<file path="config.mk">
export PLATFORM = sky130hd
export DESIGN_NAME = timer_event_counter_16bit
export DESIGN_NICKNAME = d
export VERILOG_FILES = /design/src/periph_clk_divider.v /design/src/timer_event_counter_16bit.v
export VERILOG_INCLUDE_DIRS = /design/src
export SDC_FILE = /design/constraint.sdc
export NUM_CORES = 1
export LEC_CHECK = 0
export BUFFER_PORTS_ARGS = -buffer_cell sky130_fd_sc_hd__buf_2
export CORE_ASPECT_RATIO = 1.75
export CORE_MARGIN = 2
export CORE_UTILIZATION = 38
export CTS_BUF_LIST = sky130_fd_sc_hd__clkbuf_16
export DETAILED_ROUTE_END_ITERATION = 6
export PLACE_DENSITY = 0.59
export SYNTH_ARGS = -nofsm -noshare
export SYNTH_HDL_FRONTEND = slang
export SYNTH_SLANG_ARGS = --single-unit
</file>
<file path="constraint.sdc">
create_clock -name clk_sys -period 3.4 [get_ports clk_sys]
set_input_delay 0.68 -clock clk_sys [delete_from_list [all_inputs] [get_ports clk_sys]]
set_output_delay 0.68 -clock clk_sys [all_outputs]
set_load 0.005 [all_outputs]
</file>
<file path="src/timer_regs.vh">
`ifndef TIMER_REGS_VH
`define TIMER_REGS_VH

// ****************************************************************
// counter geometry and reset values
// ****************************************************************
`define TMR_CNT_ZERO 16'h0000
`define TMR_CNT_ONE 16'h0001
`define TMR_CNT_MAX 16'hFFFF

// ****************************************************************
// run-mode codes {run_mode_hi, run_mode_lo}
// ****************************************************************
`define TMR_RUN_STOP 2'h0
`define TMR_RUN_FREE 2'h1
`define TMR_RUN_EDGE_CLR 2'h2
`define TMR_RUN_MATCH_CLR 2'h3

// ****************************************************************
// peripheral clock divider codes (periph_clk_div)
// ****************************************************************
`define PCLK_DIV1 2'h0
`define PCLK_DIV2 2'h1
`define PCLK_DIV4 2'h2
`define PCLK_CNT_W 2
`define PCLK_CNT_ZERO 2'h0
`define PCLK_CNT_ONE 2'h1
`define PCLK_MASK_DIV2 2'h1
`define PCLK_MASK_DIV4 2'h3

// ****************************************************************
// count clock source codes (count_src)
// ****************************************************************
`define CSRC_FXP 2'h0
`define CSRC_FXP4 2'h1
`define CSRC_FXP16 2'h2
`define CSRC_EVENT 2'h3
`define PRE_CNT_W 4
`define PRE_ZERO 4'h0
`define PRE_ONE 4'h1
`define PRE_DIV4_MASK 4'h3
`define PRE_DIV16_MASK 4'hF

// ****************************************************************
// edge select codes {edge_sel_hi, edge_sel_lo}
// ****************************************************************
`define ESEL_FALL 2'h0
`define ESEL_RISE 2'h1
`define ESEL_NONE 2'h2
`define ESEL_BOTH 2'h3

`endif
</file>
<file path="src/periph_clk_divider.v">
`timescale 1ns/1ps
`include "timer_regs.vh"

// ****************************************************************
// peripheral clock enable: sys_clock divided by 1, 2 or 4
// ****************************************************************
module periph_clk_divider (
  // clock and reset
  input wire clk_sys,
  input wire resetn,
  input wire clk_en,
  // divider select
  input wire [1:0] periph_clk_div,
  // one-cycle enable at the peripheral clock rate
  output reg fxp_tick
);

  reg [`PCLK_CNT_W-1:0] div_cnt_reg;
  reg hit;

  always @* begin
    case (periph_clk_div)
      `PCLK_DIV1: hit = 1'b1;
      `PCLK_DIV2: hit = (div_cnt_reg & `PCLK_MASK_DIV2) == `PCLK_MASK_DIV2;
      `PCLK_DIV4: hit = div_cnt_reg == `PCLK_MASK_DIV4;
      // prohibited code: stall rather than guess a ratio
      default: hit = 1'b0;
    endcase
  end

  always @(posedge clk_sys) begin
    if (!resetn) begin
      div_cnt_reg <= `PCLK_CNT_ZERO;
      fxp_tick <= 1'b0;
    end else if (clk_en) begin
      div_cnt_reg <= div_cnt_reg + `PCLK_CNT_ONE;
      fxp_tick <= hit;
    end
  end

endmodule

</file>
<file path="src/timer_event_counter_16bit.v">
`timescale 1ns/1ps
`include "timer_regs.vh"

// How it works
// - read-only counter counts up on count clock
// - read holds off count pulse, returns value
// - reset clears counter to zero
// - run bits both zero clears counter
// - edge-clear mode clears on edge_in_a edge
// - match-clear mode clears on capcmp_a match
// - one-shot trigger clears counter
// - counter read never captures into capcmp_b
// - capcmp_a_select picks capture or compare
// - capcmp_a whole-word writes, reset to zero
// - compare mode raises match_a_irq on equality
// - capcmp_a holds interval length minus one
// - capture on edge_in_a or edge_in_b edge
// - interval from 2 to 65536 counts
// - square wave period 2x2 to 65536x2
// - PPG output with period and width
// - one-shot pulse with chosen width
// - peripheral clock sys divided 1/2/4
// - counting starts when run bits nonzero
// - capcmp_b compare raises match_b_irq
module timer_event_counter_16bit #(
  parameter CW = 16
) (
  // clock, reset, enable
  input wire clk_sys,
  input wire resetn,
  input wire clk_en,
  // clocking and mode control
  input wire [1:0] periph_clk_div,
  input wire [1:0] count_src,
  input wire run_mode_hi,
  input wire run_mode_lo,
  input wire oneshot_mode,
  input wire oneshot_trigger,
  // capture/compare control
  input wire capcmp_a_select,
  input wire capcmp_a_trig_src,
  input wire capcmp_b_select,
  input wire edge_sel_a_hi,
  input wire edge_sel_a_lo,
  input wire edge_sel_b_hi,
  input wire edge_sel_b_lo,
  // output control
  input wire wave_enable,
  input wire toggle_on_a,
  input wire toggle_on_b,
  // software access
  input wire count_rd,
  input wire capcmp_a_wr,
  input wire capcmp_b_wr,
  input wire [CW-1:0] wr_data,
  input wire overflow_clr,
  // external pins
  input wire edge_in_a,
  input wire edge_in_b,
  // results
  output reg [CW-1:0] count_rd_data,
  output reg [CW-1:0] capcmp_a,
  output reg [CW-1:0] capcmp_b,
  output reg match_a_irq,
  output reg match_b_irq,
  output reg overflow,
  output reg wave_out
);

  // ****************************************************************
  // state
  // ****************************************************************
  reg [CW-1:0] count_reg;
  reg [CW-1:0] count_next;
  reg [`PRE_CNT_W-1:0] pre_cnt_reg;
  reg a_prev_reg;
  reg b_prev_reg;
  reg pend_reg;
  reg oneshot_act_reg;
  reg oneshot_act_next;
  reg wave_next;
  reg src_tick;
  wire fxp_tick;

  periph_clk_divider u_div (
    .clk_sys(clk_sys),
    .resetn(resetn),
    .clk_en(clk_en),
    .periph_clk_div(periph_clk_div),
    .fxp_tick(fxp_tick)
  );

  // ****************************************************************
  // edge detection, sampled at the peripheral clock rate
  // ****************************************************************
  // pins are seen only once per fxp period, so levels shorter than
  // that can be missed; the source must honour the minimum widths
  wire rise_a = fxp_tick & edge_in_a & ~a_prev_reg;
  wire fall_a = fxp_tick & ~edge_in_a & a_prev_reg;
  wire rise_b = fxp_tick & edge_in_b & ~b_prev_reg;
  wire fall_b = fxp_tick & ~edge_in_b & b_prev_reg;

  function valid_edge;
    input [1:0] sel;
    input rise;
    input fall;
    begin
      case (sel)
        `ESEL_FALL: valid_edge = fall;
        `ESEL_RISE: valid_edge = rise;
        `ESEL_BOTH: valid_edge = rise | fall;
        // prohibited code: no edge is ever valid
        default: valid_edge = 1'b0;
      endcase
    end
  endfunction

  wire [1:0] sel_a = {edge_sel_a_hi, edge_sel_a_lo};
  wire [1:0] sel_b = {edge_sel_b_hi, edge_sel_b_lo};
  wire vedge_a = valid_edge(sel_a, rise_a, fall_a);
  wire vedge_b = valid_edge(sel_b, rise_b, fall_b);
  // capcmp_a fed from edge_in_a uses the opposite edge; both -> none
  wire cap_a_from_a = (sel_a == `ESEL_RISE) ? fall_a :
                      (sel_a == `ESEL_FALL) ? rise_a : 1'b0;

  // ****************************************************************
  // run mode and count clock
  // ****************************************************************
  wire [1:0] run_mode = {run_mode_hi, run_mode_lo};
  wire running = run_mode != `TMR_RUN_STOP;
  wire edge_clr_mode = run_mode == `TMR_RUN_EDGE_CLR;
  wire match_clr_mode = run_mode == `TMR_RUN_MATCH_CLR;

  always @* begin
    case (count_src)
      `CSRC_FXP: src_tick = fxp_tick;
      `CSRC_FXP4: src_tick = fxp_tick &
        ((pre_cnt_reg & `PRE_DIV4_MASK) == `PRE_DIV4_MASK);
      `CSRC_FXP16: src_tick = fxp_tick &
        (pre_cnt_reg == `PRE_DIV16_MASK);
      `CSRC_EVENT: src_tick = vedge_a;
      default: src_tick = 1'b0;
    endcase
  end

  // a pulse that meets a read is parked until count_rd falls, not dropped
  wire tick_req = (running & src_tick) | pend_reg;
  wire cnt_tick = tick_req & ~count_rd;
  wire pend_next = tick_req & count_rd & running;

  // ****************************************************************
  // compare
  // ****************************************************************
  wire eq_a = count_reg == capcmp_a;
  wire eq_b = count_reg == capcmp_b;
  wire match_a = cnt_tick & ~capcmp_a_select & eq_a;
  wire match_b = cnt_tick & ~capcmp_b_select & eq_b;
  wire os_fire = oneshot_mode & oneshot_trigger & running;

  // ****************************************************************
  // counter next value
  // ****************************************************************
  always @* begin
    if (!running) begin
      count_next = `TMR_CNT_ZERO;
    end else if (os_fire) begin
      count_next = `TMR_CNT_ZERO;
    end else if (edge_clr_mode & vedge_a) begin
      count_next = `TMR_CNT_ZERO;
    end else if (cnt_tick) begin
      if (match_clr_mode & eq_a) begin
        // interval of capcmp_a + 1 counts: 2 .. 65536
        count_next = `TMR_CNT_ZERO;
      end else begin
        count_next = count_reg + `TMR_CNT_ONE;
      end
    end else begin
      count_next = count_reg;
    end
  end

  // ****************************************************************
  // capture triggers
  // ****************************************************************
  wire cap_a_trig = capcmp_a_select & running &
    (capcmp_a_trig_src ? cap_a_from_a : vedge_b);
  // capcmp_b only captures from a pin edge, never from count_rd
  wire cap_b_trig = capcmp_b_select & running & vedge_a;

  // ****************************************************************
  // wave output
  // ****************************************************************
  always @* begin
    wave_next = wave_out;
    oneshot_act_next = oneshot_act_reg;
    if (!wave_enable || !running) begin
      wave_next = 1'b0;
      oneshot_act_next = 1'b0;
    end else if (oneshot_mode) begin
      // pulse rises at capcmp_b and falls at capcmp_a
      if (os_fire) begin
        wave_next = 1'b0;
        oneshot_act_next = 1'b1;
      end else if (oneshot_act_reg & match_a) begin
        wave_next = 1'b0;
        oneshot_act_next = 1'b0;
      end else if (oneshot_act_reg & match_b) begin
        wave_next = 1'b1;
      end
    end else begin
      // square wave: toggle_on_a in match-clear mode
      // PPG: toggle on both, capcmp_a period, capcmp_b width
      if ((toggle_on_a & match_a) ^ (toggle_on_b & match_b)) begin
        wave_next = ~wave_out;
      end
    end
  end

  // ****************************************************************
  // registers
  // ****************************************************************
  always @(posedge clk_sys) begin
    if (!resetn) begin
      count_reg <= `TMR_CNT_ZERO;
      pre_cnt_reg <= `PRE_ZERO;
      a_prev_reg <= 1'b0;
      b_prev_reg <= 1'b0;
      pend_reg <= 1'b0;
      oneshot_act_reg <= 1'b0;
      count_rd_data <= `TMR_CNT_ZERO;
      capcmp_a <= `TMR_CNT_ZERO;
      capcmp_b <= `TMR_CNT_ZERO;
      match_a_irq <= 1'b0;
      match_b_irq <= 1'b0;
      overflow <= 1'b0;
      wave_out <= 1'b0;
    end else if (clk_en) begin
      count_reg <= count_next;
      pend_reg <= pend_next;
      oneshot_act_reg <= oneshot_act_next;
      wave_out <= wave_next;
      match_a_irq <= match_a;
      match_b_irq <= match_b;
      if (fxp_tick) begin
        pre_cnt_reg <= pre_cnt_reg + `PRE_ONE;
        a_prev_reg <= edge_in_a;
        b_prev_reg <= edge_in_b;
      end
      if (count_rd) begin
        count_rd_data <= count_reg;
      end
      // capture wins over a write in the same cycle
      if (cap_a_trig) begin
        capcmp_a <= count_reg;
      end else if (capcmp_a_wr) begin
        capcmp_a <= wr_data;
      end
      if (cap_b_trig) begin
        capcmp_b <= count_reg;
      end else if (capcmp_b_wr) begin
        capcmp_b <= wr_data;
      end
      // set wins over clear
      if (cnt_tick & (count_reg == `TMR_CNT_MAX) & ~match_clr_mode) begin
        overflow <= 1'b1;
      end else if (overflow_clr) begin
        overflow <= 1'b0;
      end
    end
  end

endmodule

</file>
==> results of run 1 <==
==> logic make-up after synthesis <==
family / synth area share
xor+xnor: 0.101
mux: 0.0824
compound gates: 0.181
fa+ha+maj: 0.0176
flops: 0.372
buf+inv: 0.0582
simple gates: 0.189
==> tightest hold or removal path, stage by stage, from the launching register on <==
cell and delay (ns):
dfxtp_1 0.30, nand2_1 0.04, a21boi_0 0.06
==> worst max-delay path by stage <==
| stage | cells past startpoint | slack [ns] | to |
|---|---|---|---|
| after floorplan | 10 | 0.82 | wave_out |
| after global placement | 11 | 0.59 | wave_out |
| after detailed placement | 10 | 0.50 | wave_out |
| after CTS | 8 | 0.70 | wave_out |
| after global routing | 8 | 0.57 | wave_out |
| final | 8 | 0.66 | wave_out |
==> cell usage in the layout (no fill, tap or decap), types with 2 or more instances in the layout <==
cell type and n:
nand4_1 8, a21oi_1 10, a21boi_0 22, nand3_1 13
buf_4 8, xor2_1 30, and2_1 6, inv_1 9
dfxtp_1 79, o211a_1 33, or3_1 5, nor4_1 2
nor2b_1 3, nand2_1 89, nand2b_1 3, o21a_1 4
buf_2 94, nor4_2 3, o21ai_0 11, clkinv_1 2
ha_1 6, nor2_1 22, clkinv_2 2, clkbuf_16 9
mux2i_1 35, and3_1 6, xnor2_1 19
==> layout make-up <==
class | count | area (µm²)
fillers | 1125 | 6050
multi-input cells | 353 | 2420
flip-flops and latches | 79 | 1580
repair buffers | 102 | 531
clock buffers | 9 | 225
well taps | 132 | 165
clock inverters | 7 | 32.5
inverters | 7 | 26.3
==> where the power goes <==
group / total [mW] / switching [mW] / leakage, nW / internal [mW]
logic: 0.237 / 0.127 / 1.61 / 0.110
registers: 0.990 / 0.0322 / 0.644 / 0.958
clock network: 0.850 / 0.370 / 0.133 / 0.481
==> synth_stat cells (6+ instances only) <==
cell type | count | area [µm²]
mux2i_1 | 35 | 350
clkbuf_1 | 19 | 71.3
nand2_1 | 89 | 334
xor2_1 | 30 | 263
nor2_1 | 22 | 82.6
xnor2_1 | 19 | 166
nand3_1 | 13 | 65.1
a21oi_1 | 10 | 50.1
and2_1 | 6 | 37.5
a21boi_0 | 22 | 165
buf_6 | 6 | 67.6
and3_1 | 6 | 37.5
dfxtp_1 | 79 | 1580
inv_1 | 7 | 26.3
buf_2 | 12 | 60.1
nand4_1 | 8 | 50.1
o21ai_0 | 11 | 55.1
o211a_1 | 33 | 330
ha_1 | 6 | 75.1
==> through the flow <==
step	power, mW	hold WS (ns)
6_report	2.08	0.460
5_1_grt	2.17	0.485
4_1_cts	2.10	0.464
3_5_place_dp	1.25	0.456
3_3_place_gp	1.24	0.454
2_1_floorplan	1.15	0.457
==> metal layers <==
layer  track usage  vias to the layer above  part of all wire
met5             0                        -                 0
met4        0.0798                        0             0.026
met3        0.0385                       21             0.041
met2         0.363                       84              0.55
met1         0.201                     1706              0.39
li1              -                     1802                 -
==> flow_results.xml, run 1 <==
<?xml version="1.0" encoding="UTF-8"?>
<metrics>
  <group name="sta">
    <metric name="fin_worst_skew" unit="ns">0.00478</metric>
    <metric name="post_route_fraction_of_the_period_consumed_by_the_critical_path" unit="">0.804</metric>
    <metric name="final_hold_viol_count" unit="">0</metric>
    <metric name="finalWorstSetupSlack" unit="ns">0.665</metric>
    <metric name="fin_setup_tns" unit="ns">0</metric>
    <metric name="worst_slew_margin_rel" unit="">0.523</metric>
    <metric name="setup_viol" unit="">0</metric>
    <metric name="final_max_slew_viol_count" unit="">0</metric>
    <metric name="worst-slew-pin-transition" unit="ns">0.709</metric>
    <metric name="grt_setup_unrepaired" unit="">no</metric>
    <metric name="maxClockFrequency" unit="GHz">0.366</metric>
    <metric name="period_needed" unit="ns">2.74</metric>
  </group>
  <group name="detailed_routing">
    <metric name="route.final.wire_length" unit="mm">11.3</metric>
    <metric name="dr.pass1.iters" unit="">4</metric>
    <metric name="num_vias" unit="">3613</metric>
    <metric name="drt-wirelength-per-cell" unit="µm">16.4</metric>
    <metric name="post_drt_via_cell_ratio" unit="">5.24</metric>
    <metric name="final_antenna_net_count" unit="">0</metric>
    <metric name="detail_route.iter0.violations" unit="">171</metric>
    <metric name="drc" unit="">0</metric>
  </group>
  <group name="grt">
    <metric name="grt_start_max_net_pins" unit="">42</metric>
    <metric name="grt_antenna_before_repair" unit="">0</metric>
    <metric name="gr-total-overflow" unit="">0</metric>
    <metric name="grt_pass1_wl" unit="mm">18.1</metric>
    <metric name="groute.usage.overall" unit="">0.190</metric>
    <metric name="number_of_global_route_vias_before_repair" unit="">3647</metric>
  </group>
  <group name="cts">
    <metric name="post_cts_buffers" unit="">0</metric>
    <metric name="cts_buffers" unit="">9</metric>
    <metric name="worstSkewPairLatency" unit="ns">0.34</metric>
    <metric name="clkTransAtPathRegs" unit="ns">0.06</metric>
    <metric name="cts_hold_repair.buffers" unit="">0</metric>
    <metric name="tritoncts_num_sinks" unit="">79</metric>
    <metric name="clk_path_buf_depth" unit="">2</metric>
    <metric name="cts_root_buffer" unit="">clkbuf_16</metric>
    <metric name="postCtsResizedCells" unit="">0</metric>
    <metric name="cts_max_level" unit="">3</metric>
    <metric name="tritoncts_clock_tree" unit="">done</metric>
  </group>
  <group name="worst_setup_path">
    <metric name="cp_data_required_time" unit="ns">3.67</metric>
    <metric name="largest_delay_contributor_family_on_the_critical_path" unit="">simple AND/OR/NAND/NOR gates</metric>
    <metric name="setup.worst_path.start" unit="">count_reg[2]</metric>
    <metric name="worst-endpoint-arrival" unit="ns">3.00</metric>
    <metric name="critPathKind" unit="">reg -&gt; reg</metric>
    <metric name="critical_path_buf_inv_count" unit="">0</metric>
    <metric name="critical_path.max_stage_delay" unit="ns">0.55</metric>
    <metric name="endpoint_kind" unit="">register</metric>
    <metric name="slowest_stage" unit="">dfxtp_1</metric>
    <metric name="timing.critical_path.cells" unit="">xnor2_1 -&gt; nand4_1 -&gt; nor4_1 -&gt; and4_1 -&gt; o41ai_1 -&gt; a41o_2 -&gt; or4_1 -&gt; a21boi_1</metric>
    <metric name="critical_path.reg2reg.endpoint" unit="">wave_out</metric>
    <metric name="critical_path.max_fanout" unit="">8</metric>
    <metric name="rrSetupSlack" unit="ns">0.66</metric>
    <metric name="r2r-start" unit="">count_reg[2]</metric>
    <metric name="worstSetupStartpointType" unit="">register</metric>
    <metric name="worstRegToRegCells" unit="">8</metric>
  </group>
  <group name="finish">
    <metric name="post_route_non_filler_standard_cell_count" unit="">689</metric>
    <metric name="flow.area_growth_from_synthesis" unit="%">17.2</metric>
    <metric name="fin_util" unit="">0.452</metric>
    <metric name="nets" unit="">601</metric>
    <metric name="num_antenna_cells" unit="">0</metric>
    <metric name="final_area" unit="mm²">0.00499</metric>
    <metric name="drive_above_1_share" unit="">0.226</metric>
  </group>
  <group name="min_path">
    <metric name="hp-start" unit="">count_rd_data[14]</metric>
    <metric name="min-delay-path-class" unit="">reg -&gt; reg</metric>
    <metric name="hold-path-endpoint" unit="">count_rd_data[14]</metric>
    <metric name="hold-path-cell-count" unit="">2</metric>
  </group>
  <group name="yosys">
    <metric name="post_synth_instance_area" unit="mm²">0.00425</metric>
    <metric name="synthArstFlopShare" unit="">0</metric>
    <metric name="synth_ff_type" unit="">dfxtp_1</metric>
    <metric name="number_of_enable_type_register_cells_in_the_synthesized_netlist" unit="">0</metric>
    <metric name="synth_seq_area_share" unit="">0.372</metric>
    <metric name="synthesis.area_per_instance" unit="µm²">8.84</metric>
    <metric name="post_synth_num_cell_types" unit="">50</metric>
    <metric name="synth.ff_latch_count" unit="">79</metric>
    <metric name="ys.warnings.count" unit="">0</metric>
    <metric name="synth_fp_nets" unit="">530</metric>
    <metric name="netlist_instances" unit="">481</metric>
  </group>
  <group name="placement">
    <metric name="dp.cells" unit="">673</metric>
    <metric name="detailed_place_hpwl" unit="mm">8.55</metric>
    <metric name="place_worst_setup_slack" unit="ns">0.503</metric>
    <metric name="port_buffers" unit="">94</metric>
    <metric name="routabilityCongestion" unit="">0.832</metric>
    <metric name="placed_area" unit="mm²">0.00473</metric>
  </group>
  <group name="power_and_ir_drop">
    <metric name="leakagePower" unit="nW">2.39</metric>
    <metric name="ir_drop" unit="µV">248</metric>
    <metric name="power_per_cell_area" unit="mW/mm²">417</metric>
  </group>
  <group name="flow_run">
    <metric name="timing.max_cap.violations" unit="">0</metric>
  </group>
  <group name="floorplanning">
    <metric name="floorplan.die.height" unit="µm">144</metric>
    <metric name="top_level_ports" unit="">95</metric>
    <metric name="row_count" unit="">51</metric>
    <metric name="die_width" unit="µm">84.0</metric>
    <metric name="core_area" unit="mm²">0.0110</metric>
    <metric name="start_util" unit="">0.385</metric>
    <metric name="floorplan_die_area" unit="mm²">0.0121</metric>
  </group>
  <group name="outcome">
    <metric name="run_status" unit="">completed</metric>
  </group>
</metrics>
Power figures use the tool's default switching activity.
==> run 2: changes to the inputs <==
--- a/config.mk
+++ b/config.mk
@@ -6,13 +6,14 @@
 export SDC_FILE = /design/constraint.sdc
 export NUM_CORES = 1
 export LEC_CHECK = 0
+export ABC_AREA = 1
 export BUFFER_PORTS_ARGS = -buffer_cell sky130_fd_sc_hd__buf_2
 export CORE_ASPECT_RATIO = 1.75
 export CORE_MARGIN = 2
 export CORE_UTILIZATION = 38
 export CTS_BUF_LIST = sky130_fd_sc_hd__clkbuf_16
 export DETAILED_ROUTE_END_ITERATION = 6
-export PLACE_DENSITY = 0.59
+export PLACE_DENSITY = 0.62
 export SYNTH_ARGS = -nofsm -noshare
 export SYNTH_HDL_FRONTEND = slang
 export SYNTH_SLANG_ARGS = --single-unit
==> constraint.sdc (replaced) <==
create_clock -name clk_sys -period 2.35 [get_ports clk_sys]
set_input_delay 0.47 -clock clk_sys [delete_from_list [all_inputs] [get_ports clk_sys]]
set_output_delay 0.47 -clock clk_sys [all_outputs]
set_load 0.005 [all_outputs]
==> flow_results.xml, run 2 <==
<?xml version="1.0" encoding="UTF-8"?>
<metrics>
  <group name="detailed_routing">
    <metric name="dr.pass1.iters" unit="">5</metric>
    <metric name="post_drt_via_cell_ratio" unit="">5.17</metric>
    <metric name="final_antenna_net_count" unit="">0</metric>
    <metric name="detail_route.iter0.violations" unit="">255</metric>
    <metric name="num_vias" unit="">4461</metric>
    <metric name="drt-wirelength-per-cell" unit="µm">15.9</metric>
    <metric name="route.final.wire_length" unit="mm">13.8</metric>
    <metric name="drc" unit="">0</metric>
  </group>
  <group name="sta">
    <metric name="grt_setup_unrepaired" unit="">yes</metric>
    <metric name="final_max_slew_viol_count" unit="">0</metric>
    <metric name="final.hold.worst_slack" unit="ns">0.372</metric>
    <metric name="final_hold_viol_count" unit="">0</metric>
    <metric name="fin_worst_skew" unit="ns">0.00693</metric>
    <metric name="period_needed" unit="ns">2.16</metric>
    <metric name="worst_slew_margin_rel" unit="">0.569</metric>
    <metric name="post_route_fraction_of_the_period_consumed_by_the_critical_path" unit="">0.918</metric>
    <metric name="maxClockFrequency" unit="GHz">0.463</metric>
    <metric name="worst-slew-pin-transition" unit="ns">0.643</metric>
    <metric name="finalWorstSetupSlack" unit="ns">0.192</metric>
    <metric name="setup_viol" unit="">0</metric>
  </group>
  <group name="grt">
    <metric name="grt_antenna_before_repair" unit="">0</metric>
    <metric name="grt_util_met1" unit="">0.256</metric>
    <metric name="gr-total-overflow" unit="">0</metric>
    <metric name="grt_pass1_wl" unit="mm">21.9</metric>
    <metric name="groute.usage.overall" unit="">0.230</metric>
    <metric name="gr_layer_usage_met2" unit="">0.418</metric>
    <metric name="top_usage_layer" unit="">met2</metric>
    <metric name="grt_start_max_net_pins" unit="">34</metric>
    <metric name="groute.layer.met3.usage" unit="">0.0386</metric>
    <metric name="number_of_global_route_vias_before_repair" unit="">4362</metric>
  </group>
  <group name="yosys">
    <metric name="synth.ff_latch_count" unit="">79</metric>
    <metric name="synth_ff_type" unit="">dfxtp_1</metric>
    <metric name="synth_top_cell_area_share" unit="">0.367</metric>
    <metric name="netlist_instances" unit="">628</metric>
    <metric name="synth_fp_nets" unit="">677</metric>
    <metric name="ys.warnings.count" unit="">0</metric>
    <metric name="library_cell_with_the_largest_summed_area_after_synthesis" unit="">dfxtp_1</metric>
    <metric name="yosys-top-cells-area" unit="">dfxtp_1, nand2_1, nor2_1, o21ai_0, inv_1</metric>
    <metric name="synth_seq_area_share" unit="">0.367</metric>
    <metric name="number_of_enable_type_register_cells_in_the_synthesized_netlist" unit="">0</metric>
    <metric name="post_synth_instance_area" unit="mm²">0.00430</metric>
    <metric name="synthesis.area_per_instance" unit="µm²">6.85</metric>
    <metric name="ys_top_cells_by_count" unit="">nand2_1, nor2_1, dfxtp_1</metric>
    <metric name="synthArstFlopShare" unit="">0</metric>
    <metric name="post_synth_num_cell_types" unit="">40</metric>
    <metric name="yosysMostFrequentCell" unit="">nand2_1</metric>
  </group>
  <group name="cts">
    <metric name="cts_hold_repair.buffers" unit="">0</metric>
    <metric name="tritoncts_num_sinks" unit="">79</metric>
    <metric name="tritoncts_clock_tree" unit="">done</metric>
    <metric name="cts_root_buffer" unit="">clkbuf_16</metric>
    <metric name="cts_buffers" unit="">9</metric>
    <metric name="postCtsResizedCells" unit="">0</metric>
    <metric name="worstSkewPairLatency" unit="ns">0.34</metric>
    <metric name="clkTransAtPathRegs" unit="ns">0.06</metric>
    <metric name="post_cts_buffers" unit="">0</metric>
    <metric name="clk_path_buf_depth" unit="">2</metric>
    <metric name="cts_max_level" unit="">3</metric>
  </group>
  <group name="finish">
    <metric name="nets" unit="">775</metric>
    <metric name="flow.area_growth_from_synthesis" unit="%">21.4</metric>
    <metric name="layout_commonest_cell" unit="">nand2_1</metric>
    <metric name="drive_above_1_share" unit="">0.209</metric>
    <metric name="num_antenna_cells" unit="">0</metric>
    <metric name="post_route_non_filler_standard_cell_count" unit="">863</metric>
    <metric name="final_cell_mix" unit="">nand2_1, buf_2, nor2_1</metric>
  </group>
  <group name="placement">
    <metric name="port_buffers" unit="">94</metric>
    <metric name="detailed_place_hpwl" unit="mm">10.1</metric>
    <metric name="routabilityCongestion" unit="">0.915</metric>
    <metric name="place_worst_setup_slack" unit="ns">0.112</metric>
    <metric name="dp.cells" unit="">847</metric>
  </group>
  <group name="min_path">
    <metric name="min-delay-path-class" unit="">in -&gt; reg</metric>
  </group>
  <group name="power_and_ir_drop">
    <metric name="ir_drop" unit="µV">378</metric>
    <metric name="power_per_cell_area" unit="mW/mm²">610</metric>
    <metric name="design_power_total" unit="mW">3.19</metric>
    <metric name="leakagePower" unit="nW">2.37</metric>
  </group>
  <group name="worst_setup_path">
    <metric name="critical_path.max_fanout" unit="">5</metric>
    <metric name="endpoint_kind" unit="">register</metric>
    <metric name="critical_path_buf_inv_count" unit="">1</metric>
    <metric name="largest_delay_contributor_family_on_the_critical_path" unit="">simple AND/OR/NAND/NOR gates</metric>
    <metric name="critical_path.max_stage_delay" unit="ns">0.45</metric>
    <metric name="critPathKind" unit="">reg -&gt; reg</metric>
    <metric name="slowest_stage" unit="">nor4_1</metric>
    <metric name="timing.critical_path.cells" unit="">ha_1 -&gt; inv_1 -&gt; nor3_2 -&gt; nand3_1 -&gt; nor2_1 -&gt; nand2_1 -&gt; nor2_2 -&gt; nand2_2 -&gt; nor4_1 -&gt; o21a_1</metric>
    <metric name="worst-endpoint-arrival" unit="ns">2.44</metric>
    <metric name="cp_data_required_time" unit="ns">2.64</metric>
    <metric name="rrSetupSlack" unit="ns">0.19</metric>
    <metric name="worstSetupStartpointType" unit="">register</metric>
  </group>
  <group name="floorplanning">
    <metric name="floorplan_die_area" unit="mm²">0.0122</metric>
    <metric name="core_area" unit="mm²">0.0111</metric>
    <metric name="top_level_ports" unit="">95</metric>
    <metric name="start_util" unit="">0.388</metric>
    <metric name="floorplan.die.height" unit="µm">145</metric>
    <metric name="die_width" unit="µm">84.5</metric>
    <metric name="row_count" unit="">51</metric>
  </group>
  <group name="outcome">
    <metric name="run_status" unit="">completed</metric>
  </group>
  <group name="flow_run">
    <metric name="timing.max_cap.violations" unit="">0</metric>
  </group>
</metrics>
run 2: kinds of logic (layout without fill, tap and decap cells):
logic type	Yosys count	count (layout)	synth area share
xor+xnor	18	18	0.0366
compound gates	155	155	0.205
buf+inv	97	200	0.0904
simple gates	273	273	0.283
fa+ha+maj	6	6	0.0174
flops	79	79	0.367
run 2: metal layers:
metal	vias up	share of wire
met5	-	0
met4	0	0.044
met3	31	0.041
met2	128	0.52
met1	2044	0.40
li1	2258	-
run 2: worst min-delay path: stages:
cell and delay (ns):
buf_2 0.09, a211oi_1 0.05, nor2_1 0.07
run 2: stage by stage:
| stage | util | area, µm² | TNS [ns] |
|---|---|---|---|
| after floorplan | - | 4300 | 0 |
| after global placement | 0.448 | 4970 | 0 |
| after detailed placement | 0.448 | 4970 | 0 |
| after CTS | 0.471 | 5230 | 0 |
| after global routing | 0.471 | 5230 | -0.00111 |
| final | 0.471 | 5230 | 0 |
run 2: layout make-up:
class / instances / area (µm²)
multi-input cells: 452 / 2330
well taps: 132 / 165
flip-flops and latches: 79 / 1580
repair buffers: 111 / 611
clock inverters: 7 / 31.3
fillers: 1186 / 5880
clock buffers: 9 / 225
inverters: 73 / 279
run 2: worst paths after layout:
check	end	depth (start not counted)	from
min reg2reg	pend_reg	2	pend_reg
min	capcmp_b[8]	3	wr_data[8]
max reg2reg	overflow	10	count_reg[0]
max	overflow	10	count_reg[0]
run 2: power breakdown:
group,internal [mW],switching [mW]
registers,1.41,0.0592
clock network,0.694,0.544
logic,0.188,0.293
